$ cat src/shared/uart_stat_map.svh
// Register offsets, field positions, reset values and codes of the UART status block.
`ifndef UART_STAT_MAP_SVH
`define UART_STAT_MAP_SVH

// ----------------------------------------------------------------
// Register byte addresses
// ----------------------------------------------------------------
`define ADDR_MODEM_STATUS 4'h0
`define ADDR_FIFO_CONTROL 4'h4
`define ADDR_INT_IDENT 4'h8
`define ADDR_MODEM_CONTROL 4'hC
`define ADDR_INT_ENABLE 4'h1
`define ADDR_LINE_EVENTS 4'h2
`define ADDR_LOOSE_STATUS 4'h3
`define ADDR_BITS 4

// ----------------------------------------------------------------
// Field positions
// ----------------------------------------------------------------
`define MCR_PEER_READY 0
`define MCR_SEND_REQ 1
`define MCR_LOOP_CALL 2
`define MCR_IRQ_OUT_EN 3
`define MCR_LOOPBACK 4
`define FCR_FIFO_EN 0
`define FCR_RX_RESET 1
`define FCR_TX_RESET 2
`define FCR_DMA_MODE 3
`define FCR_TRIG_LO 6
`define FCR_TRIG_HI 7
`define IER_RX_READY 0
`define IER_TX_EMPTY 1
`define IER_LINE 2
`define IER_HANDSHAKE 3

// ----------------------------------------------------------------
// Reset values, trigger levels and identification codes
// ----------------------------------------------------------------
`define RST_BYTE 8'h00
`define TRIG_LEVEL_0 5'h01
`define TRIG_LEVEL_1 5'h04
`define TRIG_LEVEL_2 5'h08
`define TRIG_LEVEL_3 5'h0E
`define CODE_NONE 4'h1
`define CODE_LINE 4'h6
`define CODE_RX_DATA 4'h4
`define CODE_TIMEOUT 4'hC
`define CODE_TX_EMPTY 4'h2
`define CODE_HANDSHAKE 4'h0
`define FIFO_ON_BITS 2'h3
`define TIMEOUT_CHARS 3'h4

`endif

$ cat src/shared/uart_stat_pkg.sv
// Types shared by the UART status block.
package uart_stat_pkg;
	typedef enum logic [5:0] {
		SRC_NONE = 6'h01,
		SRC_LINE = 6'h02,
		SRC_RX_DATA = 6'h04,
		SRC_TIMEOUT = 6'h08,
		SRC_TX_EMPTY = 6'h10,
		SRC_HANDSHAKE = 6'h20
	} irq_src_t;
endpackage

$ cat src/core/uart_status_ctrl.sv
// Modem status, FIFO control and interrupt identification of one UART.
//
// The Avalon-MM interface to the registers and the register addresses were left to the implementer.
`timescale 1ns/1ps
`include "uart_stat_map.svh"
module uart_status_ctrl
	import uart_stat_pkg::*;
(
	input wire logic clk_sys_i,
	input wire logic sys_rst_i,
	input wire logic [3:0] avs_address_i,
	input wire logic avs_read_i,
	input wire logic avs_write_i,
	input wire logic [31:0] avs_writedata_i,
	input wire logic [3:0] avs_byteenable_i,
	output logic [31:0] avs_readdata_o,
	output logic avs_waitrequest_o,
	input wire logic carrier_present_n_i,
	input wire logic incoming_call_n_i,
	input wire logic peer_ready_n_i,
	input wire logic send_clear_n_i,
	input wire logic overrun_i,
	input wire logic parity_fail_i,
	input wire logic framing_fail_i,
	input wire logic break_seen_i,
	input wire logic [4:0] rx_count_i,
	input wire logic rx_read_i,
	input wire logic tx_empty_i,
	input wire logic tx_write_i,
	input wire logic char_tick_i,
	output logic tx_fifo_reset_o,
	output logic rx_fifo_reset_o,
	output logic fifo_enable_o,
	output logic dma_mode_o,
	output logic [4:0] rx_trigger_o,
	output logic loopback_o,
	output logic irq_o,
	output logic irq_oe_o
);
	// ------------------------------------------------------------
	// Bus decode
	// ------------------------------------------------------------
	logic access_done;
	logic wr;
	logic rd;
	logic [7:0] modem_control_reg;
	logic [7:0] fifo_control_reg;
	logic [7:0] interrupt_enable_reg;
	logic [3:0] line_events;
	logic [3:0] change_flags;
	logic [3:0] modem_level;
	logic [7:0] modem_status_reg;
	logic [7:0] interrupt_ident_reg;
	logic [7:0] read_byte;
	logic [2:0] idle_chars;
	logic timeout_pend;
	logic tx_empty_flag;
	logic tx_empty_q;
	irq_src_t src;

	function automatic logic hit(input logic [3:0] a, input logic [3:0] r);
		hit = (a == r);
	endfunction

	// Each access takes exactly one wait cycle: waitrequest drops on the first edge.
	always_ff @(posedge clk_sys_i or posedge sys_rst_i)
	begin
		if (sys_rst_i)
			access_done <= 1'b0;
		else
			access_done <= (avs_read_i | avs_write_i) & ~access_done;
	end

	assign avs_waitrequest_o = (avs_read_i | avs_write_i) & ~access_done;
	assign wr = avs_write_i & access_done & avs_byteenable_i[0];
	assign rd = avs_read_i & access_done;

	// ------------------------------------------------------------
	// Writable registers
	// ------------------------------------------------------------
	always_ff @(posedge clk_sys_i or posedge sys_rst_i)
	begin
		if (sys_rst_i)
			modem_control_reg <= `RST_BYTE;
		else if (wr && hit(avs_address_i, `ADDR_MODEM_CONTROL))
			modem_control_reg <= {3'h0, avs_writedata_i[4:0]};
	end

	always_ff @(posedge clk_sys_i or posedge sys_rst_i)
	begin
		if (sys_rst_i)
			interrupt_enable_reg <= `RST_BYTE;
		else if (wr && hit(avs_address_i, `ADDR_INT_ENABLE))
			interrupt_enable_reg <= {4'h0, avs_writedata_i[3:0]};
	end

	// Reset strobes live in the register for one cycle only, then self-clear.
	always_ff @(posedge clk_sys_i or posedge sys_rst_i)
	begin
		if (sys_rst_i)
			fifo_control_reg <= `RST_BYTE;
		else if (wr && hit(avs_address_i, `ADDR_FIFO_CONTROL))
		begin
			fifo_control_reg[`FCR_FIFO_EN] <= avs_writedata_i[0];
			fifo_control_reg[`FCR_RX_RESET] <= avs_writedata_i[1];
			fifo_control_reg[`FCR_TX_RESET] <= avs_writedata_i[2];
			// DMA mode 1 needs FIFO mode in the same write.
			fifo_control_reg[`FCR_DMA_MODE] <= avs_writedata_i[3] & avs_writedata_i[0];
			fifo_control_reg[5:4] <= 2'h0;
			fifo_control_reg[`FCR_TRIG_HI:`FCR_TRIG_LO] <= avs_writedata_i[7:6];
		end
		else
		begin
			fifo_control_reg[`FCR_RX_RESET] <= 1'b0;
			fifo_control_reg[`FCR_TX_RESET] <= 1'b0;
		end
	end

	assign fifo_enable_o = fifo_control_reg[`FCR_FIFO_EN];
	assign tx_fifo_reset_o = fifo_control_reg[`FCR_TX_RESET];
	assign rx_fifo_reset_o = fifo_control_reg[`FCR_RX_RESET];
	assign dma_mode_o = fifo_control_reg[`FCR_DMA_MODE];
	assign loopback_o = modem_control_reg[`MCR_LOOPBACK];

	always_comb
	begin
		unique case (fifo_control_reg[`FCR_TRIG_HI:`FCR_TRIG_LO])
			2'h0: rx_trigger_o = `TRIG_LEVEL_0;
			2'h1: rx_trigger_o = `TRIG_LEVEL_1;
			2'h2: rx_trigger_o = `TRIG_LEVEL_2;
			2'h3: rx_trigger_o = `TRIG_LEVEL_3;
		endcase
	end

	// ------------------------------------------------------------
	// Modem status
	// ------------------------------------------------------------
	modem_change_detect u_modem
	(
		.clk_sys_i(clk_sys_i),
		.sys_rst_i(sys_rst_i),
		.pins_n_i({carrier_present_n_i, incoming_call_n_i, peer_ready_n_i, send_clear_n_i}),
		.loopback_i(modem_control_reg[`MCR_LOOPBACK]),
		.loop_src_i({modem_control_reg[`MCR_IRQ_OUT_EN], modem_control_reg[`MCR_LOOP_CALL],
			modem_control_reg[`MCR_PEER_READY], modem_control_reg[`MCR_SEND_REQ]}),
		.clear_i(rd && hit(avs_address_i, `ADDR_MODEM_STATUS)),
		.level_o(modem_level),
		.flags_o(change_flags)
	);

	assign modem_status_reg = {modem_level, change_flags};

	// ------------------------------------------------------------
	// Interrupt sources
	// ------------------------------------------------------------
	// Line error events are sticky; a new error beats the clearing read.
	always_ff @(posedge clk_sys_i or posedge sys_rst_i)
	begin
		if (sys_rst_i)
			line_events <= 4'h0;
		else
			line_events <= ((rd && hit(avs_address_i, `ADDR_LINE_EVENTS)) ? 4'h0 : line_events)
				| {break_seen_i, framing_fail_i, parity_fail_i, overrun_i};
	end

	// Character-time counter restarts on every receive access or when empty.
	always_ff @(posedge clk_sys_i or posedge sys_rst_i)
	begin
		if (sys_rst_i)
			idle_chars <= 3'h0;
		else if (rx_read_i || rx_count_i == 5'h00 || !fifo_control_reg[`FCR_FIFO_EN])
			idle_chars <= 3'h0;
		else if (char_tick_i && idle_chars != `TIMEOUT_CHARS)
			idle_chars <= idle_chars + 3'h1;
	end

	assign timeout_pend = (idle_chars == `TIMEOUT_CHARS);

	// Transmit empty is re-armed on its rising edge, dropped by a holding write or
	// by an ident read that showed it.
	always_ff @(posedge clk_sys_i or posedge sys_rst_i)
	begin
		if (sys_rst_i)
		begin
			tx_empty_q <= 1'b0;
			tx_empty_flag <= 1'b0;
		end
		else
		begin
			tx_empty_q <= tx_empty_i;
			if (tx_empty_i && !tx_empty_q)
				tx_empty_flag <= 1'b1;
			else if (tx_write_i || (rd && hit(avs_address_i, `ADDR_INT_IDENT)
				&& src == SRC_TX_EMPTY))
				tx_empty_flag <= 1'b0;
		end
	end

	// ------------------------------------------------------------
	// Priority encoder
	// ------------------------------------------------------------
	always_comb
	begin
		src = SRC_NONE;
		if (interrupt_enable_reg[`IER_LINE] && line_events != 4'h0)
			src = SRC_LINE;
		else if (interrupt_enable_reg[`IER_RX_READY] && fifo_control_reg[`FCR_FIFO_EN]
			&& timeout_pend)
			src = SRC_TIMEOUT;
		else if (interrupt_enable_reg[`IER_RX_READY] && (fifo_control_reg[`FCR_FIFO_EN]
			? rx_count_i >= rx_trigger_o : rx_count_i != 5'h00))
			src = SRC_RX_DATA;
		else if (interrupt_enable_reg[`IER_TX_EMPTY] && tx_empty_flag)
			src = SRC_TX_EMPTY;
		else if (interrupt_enable_reg[`IER_HANDSHAKE] && change_flags != 4'h0)
			src = SRC_HANDSHAKE;
	end

	always_comb
	begin
		interrupt_ident_reg = 8'h00;
		if (fifo_control_reg[`FCR_FIFO_EN])
			interrupt_ident_reg[7:6] = `FIFO_ON_BITS;
		unique case (src)
			SRC_NONE: interrupt_ident_reg[3:0] = `CODE_NONE;
			SRC_LINE: interrupt_ident_reg[3:0] = `CODE_LINE;
			SRC_RX_DATA: interrupt_ident_reg[3:0] = `CODE_RX_DATA;
			SRC_TIMEOUT: interrupt_ident_reg[3:0] = `CODE_TIMEOUT;
			SRC_TX_EMPTY: interrupt_ident_reg[3:0] = `CODE_TX_EMPTY;
			SRC_HANDSHAKE: interrupt_ident_reg[3:0] = `CODE_HANDSHAKE;
		endcase
	end

	// The pin is released rather than driven low while output is disabled.
	always_ff @(posedge clk_sys_i or posedge sys_rst_i)
	begin
		if (sys_rst_i)
		begin
			irq_o <= 1'b0;
			irq_oe_o <= 1'b0;
		end
		else
		begin
			irq_o <= (src != SRC_NONE);
			irq_oe_o <= modem_control_reg[`MCR_IRQ_OUT_EN];
		end
	end

	// ------------------------------------------------------------
	// Read data
	// ------------------------------------------------------------
	always_comb
	begin
		read_byte = 8'h00;
		unique case (avs_address_i)
			`ADDR_MODEM_STATUS: read_byte = modem_status_reg;
			`ADDR_FIFO_CONTROL: read_byte = fifo_control_reg;
			`ADDR_INT_IDENT: read_byte = interrupt_ident_reg;
			`ADDR_MODEM_CONTROL: read_byte = modem_control_reg;
			`ADDR_INT_ENABLE: read_byte = interrupt_enable_reg;
			`ADDR_LINE_EVENTS: read_byte = {4'h0, line_events};
			`ADDR_LOOSE_STATUS: read_byte = {3'h0, tx_empty_flag, timeout_pend,
				fifo_control_reg[`FCR_DMA_MODE], loopback_o, irq_o};
			default: read_byte = 8'h00;
		endcase
	end

	always_ff @(posedge clk_sys_i or posedge sys_rst_i)
	begin
		if (sys_rst_i)
			avs_readdata_o <= 32'h0000_0000;
		else if (avs_read_i && !access_done)
			avs_readdata_o <= {24'h00_0000, read_byte};
	end
endmodule

$ cat src/core/modem_change_detect.sv
// Synchronises the four modem input pins and keeps their sticky change flags.
`timescale 1ns/1ps
module modem_change_detect
	import uart_stat_pkg::*;
(
	input wire logic clk_sys_i,
	input wire logic sys_rst_i,
	input wire logic [3:0] pins_n_i,
	input wire logic loopback_i,
	input wire logic [3:0] loop_src_i,
	input wire logic clear_i,
	output logic [3:0] level_o,
	output logic [3:0] flags_o
);
	// Order of every vector: [3] carrier, [2] call, [1] peer ready, [0] clear to send.
	logic [3:0] sync_a;
	logic [3:0] sync_b;
	logic [3:0] level_q;
	logic [3:0] level;
	logic [3:0] change;

	always_ff @(posedge clk_sys_i or posedge sys_rst_i)
	begin
		if (sys_rst_i)
		begin
			sync_a <= 4'hF;
			sync_b <= 4'hF;
		end
		else
		begin
			sync_a <= pins_n_i;
			sync_b <= sync_a;
		end
	end

	// Loopback swaps the source, so the flags also see loopback-driven changes.
	assign level = loopback_i ? loop_src_i : ~sync_b;

	always_ff @(posedge clk_sys_i or posedge sys_rst_i)
	begin
		if (sys_rst_i)
			level_q <= 4'h0;
		else
			level_q <= level;
	end

	// The call flag wants the pin going high, i.e. the inverted level falling.
	assign change = {level[3] ^ level_q[3],
		~level[2] & level_q[2],
		level[1:0] ^ level_q[1:0]};

	// A change in the same cycle as the read survives it.
	always_ff @(posedge clk_sys_i or posedge sys_rst_i)
	begin
		if (sys_rst_i)
			flags_o <= 4'h0;
		else
			flags_o <= (clear_i ? 4'h0 : flags_o) | change;
	end

	assign level_o = level_q;
endmodule

$ cat config.mk
export PLATFORM = sky130hd
export DESIGN_NAME = uart_status_ctrl
export DESIGN_NICKNAME = d
export VERILOG_FILES = /design/src/shared/uart_stat_pkg.sv /design/src/core/uart_status_ctrl.sv /design/src/core/modem_change_detect.sv
export VERILOG_INCLUDE_DIRS = /design/src /design/src/shared
export SDC_FILE = /design/constraint.sdc
export NUM_CORES = 1
export LEC_CHECK = 0
export ABC_AREA = 0
export BUFFER_PORTS_ARGS = -buffer_cell sky130_fd_sc_hd__buf_2
export CORE_UTILIZATION = 47
export DETAILED_ROUTE_END_ITERATION = 8
export PLACE_DENSITY = 0.85
export SETUP_SLACK_MARGIN = 0.4
export SLEW_MARGIN = 20
export SYNTH_ARGS = -nofsm -noshare
export SYNTH_HDL_FRONTEND = slang
export SYNTH_SLANG_ARGS = --single-unit
export TNS_END_PERCENT = 50
$ cat constraint.sdc
create_clock -name clk_sys_i -period 3.2 [get_ports clk_sys_i]
set_clock_uncertainty 0.2 [all_clocks]
set_input_delay 0.32 -clock clk_sys_i [delete_from_list [all_inputs] [get_ports clk_sys_i]]
set_output_delay 0.32 -clock clk_sys_i [all_outputs]
set_load 0.02 [all_outputs]
[After elaboration in Yosys (flattened, before gate mapping)]
Index checks and enable logic that the tools add are counted.
Widths: inputs -> output; s select.
Operators by class
  reductions and logical operators: 30
  order comparisons: 1
  bitwise logic cells: 14
  equality and inequality tests: 18
  add/subtract/negate cells: 1
  multiplexer cells: 18
Operators with widths (number)
  $pmux 8 s7: 1
  $mux 6: 5
  $pmux 4 s6: 1
  $pmux 5 s4: 1
  $logic_and 1x1->1: 16
  $mux 4: 3
  $eq 4x2->1 const B: 2
  $eq 4x4->1 const B: 2
  $or 4x4->4: 2
  $reduce_bool 4->1: 2
  $and 1x1->1: 6
  $eq 6x1->1 const B: 1
  $eq 6x2->1 const B: 1
  $eq 6x3->1 const B: 1
  $eq 6x4->1 const B: 1
  $eq 6x5->1 const B: 1
  $eq 6x6->1 const B: 1
  $mux 3: 2
  $ne 6x1->1 const B: 1
  $ge 5x5->1: 1
  $logic_not 5->1: 1
  $reduce_bool 5->1: 1
  $eq 2x2->1 const B: 2
  $eq 4x1->1 const B: 1
  17 further kinds: 26
Storage, ports and cells
  word-level logic and storage cells: 98
  register bits: 51

[Logic depth before layout (Yosys ltp)]
  depth in word-level cells: 13
  mapped depth: 7
  depth with buffers taken out: 7

[Hierarchy]
A second synthesis with hierarchy kept.
Unflattened totals
  cells, all modules: 261
  area total of the unflattened synthesis: 2686.3 um^2
Modules (own cells, without submodules)
  uart_status_ctrl: cells an instance 221, area an instance 2139.6 um^2, instances 1, seq. area each 875.8 um^2
  modem_change_detect: cells an instance 40, area an instance 546.8 um^2, instances 1, seq. area each 410.4 um^2

[Least setup slack after synthesis]
No wires, ideal clock.
  path type: reg2reg
  from: register fifo_control_reg[6]
  to: register avs_readdata_o[2]
  stages on the path, launching flop included: 8
  setup slack: 890 ps
  arrival: 1984 ps
  buffers on the path: 0
  setup time: 126 ps
  cell sequence: dfrtp_1 -> nor2_1 -> ha_1 -> nand2b_1 -> a211oi_1 -> o21ai_0 -> and2_4 -> a221o_1
Between the ends
  longest elaborated chain between the ends: 11
  elaborated cells on any way between the ends: 19
Ends and longest elaborated chain
  start, declared: line uart_status_ctrl.sv:47  | logic [7:0] fifo_control_reg;
  start signal, assigned: line uart_status_ctrl.sv:101  | fifo_control_reg <= `RST_BYTE;
  start signal, assigned by index: line uart_status_ctrl.sv:104  | fifo_control_reg[`FCR_FIFO_EN] <= avs_writedata_i[0];
  start signal, assigned by index: line uart_status_ctrl.sv:105  | fifo_control_reg[`FCR_RX_RESET] <= avs_writedata_i[1];
  $eq 2x2->1 (tied with other cells): line uart_status_ctrl.sv:127  | unique case (fifo_control_reg[`FCR_TRIG_HI:`FCR_TRIG_LO])
  $pmux 5 s4 (*): line uart_status_ctrl.sv:127
  named net rx_trigger_o[0]: line uart_status_ctrl.sv:35  | output logic [4:0] rx_trigger_o,
  $ge 5x5->1 (*): line uart_status_ctrl.sv:211  | ? rx_count_i >= rx_trigger_o : rx_count_i != 5'h00))
  $mux 1 (*): line uart_status_ctrl.sv:210  | else if (interrupt_enable_reg[`IER_RX_READY] && (fifo_control_reg[`FCR_FIFO_EN]
  $logic_and 1x1->1 (*): line uart_status_ctrl.sv:210
  $mux 6 (*): line uart_status_ctrl.sv:210
  $mux 6 (*): line uart_status_ctrl.sv:207  | else if (interrupt_enable_reg[`IER_RX_READY] && fifo_control_reg[`FCR_FIFO_EN]
  $mux 6 (*): line uart_status_ctrl.sv:205  | if (interrupt_enable_reg[`IER_LINE] && line_events != 4'h0)
  $eq 6x6->1 (tied with other cells): line uart_status_ctrl.sv:224  | unique case (src)
  $pmux 4 s6 (*): line uart_status_ctrl.sv:224
  $pmux 8 s7 (*): line uart_status_ctrl.sv:255  | unique case (avs_address_i)
  end signal, assigned: line uart_status_ctrl.sv:273  | avs_readdata_o <= {24'h00_0000, read_byte};
  end, declared: line uart_status_ctrl.sv:16  | output logic [31:0] avs_readdata_o,
The timed path passes the listed nets; every way through them passes the cells marked *. The select of a mux whose other input is x is not followed.
A chain may end at the register's enable or synchronous reset.

[Worst setup path after layout]
  from: register fifo_control_reg[6]
  to: register avs_readdata_o[2]
Between the ends
  longest elaborated chain between the ends: 11
  elaborated cells on any way between the ends: 19
Ends and longest elaborated chain (line)
  $eq 2x2->1 (tied with other cells): uart_status_ctrl.sv:127
  $pmux 5 s4 (*): uart_status_ctrl.sv:127
  $ge 5x5->1 (*): uart_status_ctrl.sv:211
  $mux 1 (*): uart_status_ctrl.sv:210
  $logic_and 1x1->1 (*): uart_status_ctrl.sv:210
  $mux 6 (*): uart_status_ctrl.sv:210
  $mux 6 (*): uart_status_ctrl.sv:207
  $mux 6 (*): uart_status_ctrl.sv:205
  $eq 6x6->1 (tied with other cells): uart_status_ctrl.sv:224
  $pmux 4 s6 (*): uart_status_ctrl.sv:224
  $pmux 8 s7 (*): uart_status_ctrl.sv:255
Mark *: on every way between the ends. The rest lies on a longest branch, timed or not. The select of a mux whose other input is x is not followed.

==> out/results.txt <==
# fillers: 471
Mapped Cells: 252
Unrepaired setup endpoints after global routing: false
Die H: 76.9 um
PortBufs: 52
Max Root-Sink Buffers: 2
Detailed-router iteration count before antenna repair: 4
Post-synth ARST share: 100%
Worst slew pin tran: 0.848 ns
Pins Over Slew Limit: 0
Placed Cells: 364
Pwr/cell area: 476 mW/mm^2
Initial antenna violation count: 0
Reg2Reg Setup Slack: 0.88 ns
Pin count of the biggest net entering global routing: 52
Mux cell area share after synthesis: 9.07%
Simple-gate share of the synthesized area: 14.5%
Iter 0 DRT Violations: 187
Area contributors post-synth: dfrtp_1 (41%), dfstp_2 (8.0%), buf_4 (7.1%), mux2_2 (6.4%), nand2_1 (4.3%)
Num CTS Buffers: 5
Leading area contributor after synthesis: dfrtp_1
Worst setup path start: fifo_control_reg[6]
Crit share post-route: 72.3%
Area grow syn2layout: 15.4%
Compound-gate portion of the synthesized area: 12.7%
Worst skew pair latency: 0.30 ns
Postcts setup bufs: 0
Htree depth: 2
Total leakage power: 1.45 nW
Hold bufs inserted after CTS: 10
Min Hold Slack: -0.0466 ns
Status: complete, but fails checks
XOR/XNOR Fraction of Synth Area: 1.33%
Largest family of logic cells by synthesized area: simple AND/OR/NAND/NOR gates
Cell row count: 26
Yosys warns: 0
I/O pin count: 106
Failing checks: hold timing
Final setup viols: 0
Antenna Nets Post-Route: 0
Most used DFF post-synth: dfrtp_1
Reg2Reg Capture Point: avs_readdata_o[2]
Max FFs per register: 8
Critical Path Source Type: flop
Post-synth EDFFs: 0
Die area: 0.00591 mm^2
Placeable core area: 0.00524 mm^2
Area share of the largest cell type after synthesis: 40.8%
Register bit total from synthesis: 51
Final worst path period need: 2.32 ns
Ant diodes: 0
DR vias/cell: 5.25
Crit end category: flop
Gpl congestion: 0.890
CP arrival: 2.31 ns
Final setup TNS: 0 ns
Post-synth top cells: dfrtp_1 (43), nand2_1 (30), buf_4 (25), inv_1 (15), mux2_2 (15)
TritonCTS clock tree: yes
Adder-cell share of the synthesized area: 2.85%
Via count: 2005
Clock sinks: 51
Finished Layout Cells: 382
WL/cell: 14.8 um
Reg clk slew, reported paths: 0.09 ns
Critical path class: flop to flop
Type of the worst min-delay path: input port to async pin
Worst Path Max Fanout: 5
Fmax: 432 MHz
DP HPWL: 4160 um
Max_slew headroom: 43.4%
Worst Setup EP: avs_readdata_o[2]
Top-count cell post-synth: dfrtp_1
R2R cell count: 7
First-pass GRT wire length: 9470 um
Max Cap Viol: 0
Multi-input logic area: 0.00116 mm^2
Synth unique cells: 50
Post-CTS sizing: 0
Initial Util: 50.3%
Part of the Yosys area used for sequential elements: 48.8%
Reg area: 0.00129 mm^2
Final Hold Fails: 43
Die W: 76.9 um
Detailed Route WL: 5640 um
NumNets Final: 378
Post-Syn Area: 0.00264 mm^2
Post-Syn Area per Cell: 10.5 um^2
Share of cells above drive strength 1: 29.5%
Root Driver: clkbuf_8
Worst path required time: 3.19 ns
Total GRT Usage: 20.7%
Drt drc: 0
Total gr overflow: 0
Worst VDD drop: 0.335 mV
Critical R2R Launch: fifo_control_reg[6]
Number of global-route vias before repair: 1897
-- worst max-delay path, stage by stage, from the launching register on --
cell      delay (ns)
dfrtp_1         0.46
nor2_1          0.17
ha_1            0.24
nand2b_1        0.13
a211oi_1        0.24
o21ai_0         0.24
and2_4          0.22
a221o_1         0.31
-- per-layer routing --
metal / vias up / part of all wire [%] / track usage [%]
li1: 950 / - / -
met1: 949 / 46 / 30.3
met2: 99 / 46 / 30.7
met3: 7 / 7.7 / 4.64
met4: 0 / 1.1 / 5.38
met5: - / 0 / 0
-- worst min-delay path by stage --
stage / slack, ns / end / depth (start not counted) / start
4_1_cts: 0.01 / fifo_control_reg[7] / 3 / avs_writedata_i[7]
6_report: -0.05 / u_modem.flags_o[0] / 2 / sys_rst_i
2_1_floorplan: 0.12 / u_modem.sync_a[0] / 0 / send_clear_n_i
3_3_place_gp: 0.15 / u_modem.sync_b[3] / 0 / u_modem.sync_a[3]
3_5_place_dp: 0.15 / u_modem.sync_b[1] / 0 / u_modem.sync_a[1]
5_1_grt: 0.01 / u_modem.flags_o[0] / 2 / sys_rst_i
-- report_power, final --
| group | switching [mW] | internal, mW | total (mW) |
|---|---|---|---|
| Combinational | 0.187 | 0.127 | 0.314 |
| Clock | 0.214 | 0.158 | 0.372 |
| Sequential | 0.0578 | 0.703 | 0.761 |
| Total | 0.459 | 0.988 | 1.45 |
-- layout by cell type, fill, tap and decap left out, types with 2 or more instances in the layout --
cell,Yosys,layout
a211oi_1,2,2
a21o_1,5,5
a21oi_1,5,5
a22o_1,3,3
a2bb2oi_1,2,2
a32oi_1,2,2
and2_1,2,2
and4b_1,2,2
buf_2,2,52
clkbuf_8,0,5
clkinv_2,0,2
conb_1,1,25
dfrtp_1,43,43
dfstp_2,8,8
dlygate4sd3_1,0,10
ha_1,6,6
inv_1,15,14
inv_6,0,2
mux2_2,15,15
mux2i_1,7,7
nand2_1,30,30
nand2b_1,2,2
nand3_1,8,8
nand4b_1,2,2
nor2_1,11,11
nor2b_1,2,2
nor3_1,2,2
nor4_1,2,2
nor4b_1,2,2
o21ai_0,13,13
o41ai_2,2,2
xnor2_1,4,4
-- final cells by class --
| type | instances | share of cell area [%] |
|---|---|---|
| inverters | 15 | 1.89 |
| repair buffers | 62 | 11.8 |
| clock buffers | 5 | 2.26 |
| well taps | 70 | 2.88 |
| clock inverters | 3 | 0.740 |
| multi-input cells | 176 | 38.1 |
| flip-flops and latches | 51 | 42.3 |
-- through the flow --
step | utilization [%] | hold slack (ns) | setup WS (ns) | total power, mW | cell area [um^2]
2_1_floorplan | - | 0.124 | 0.890 | 0.997 | 2730
6_report | 58.1 | -0.0466 | 0.885 | 1.45 | 3040
3_3_place_gp | 54.4 | 0.146 | 0.985 | 1.07 | 2850
4_1_cts | 58.1 | 0.0129 | 0.910 | 1.46 | 3040
5_1_grt | 58.1 | 0.0147 | 0.774 | 1.53 | 3040
3_5_place_dp | 54.4 | 0.147 | 0.927 | 1.08 | 2850
-- cell families after synthesis --
logic type                 count (synthesis)
AOI/OAI and AO/OA                         45
and+or+nand+nor                           74
adders and majority gates                  6
buffers and inverters                     49
muxes                                     22
xor gates and xnor gates                   4
DFF                                       51
other                                      1
(Power assumes the default switching activity.)
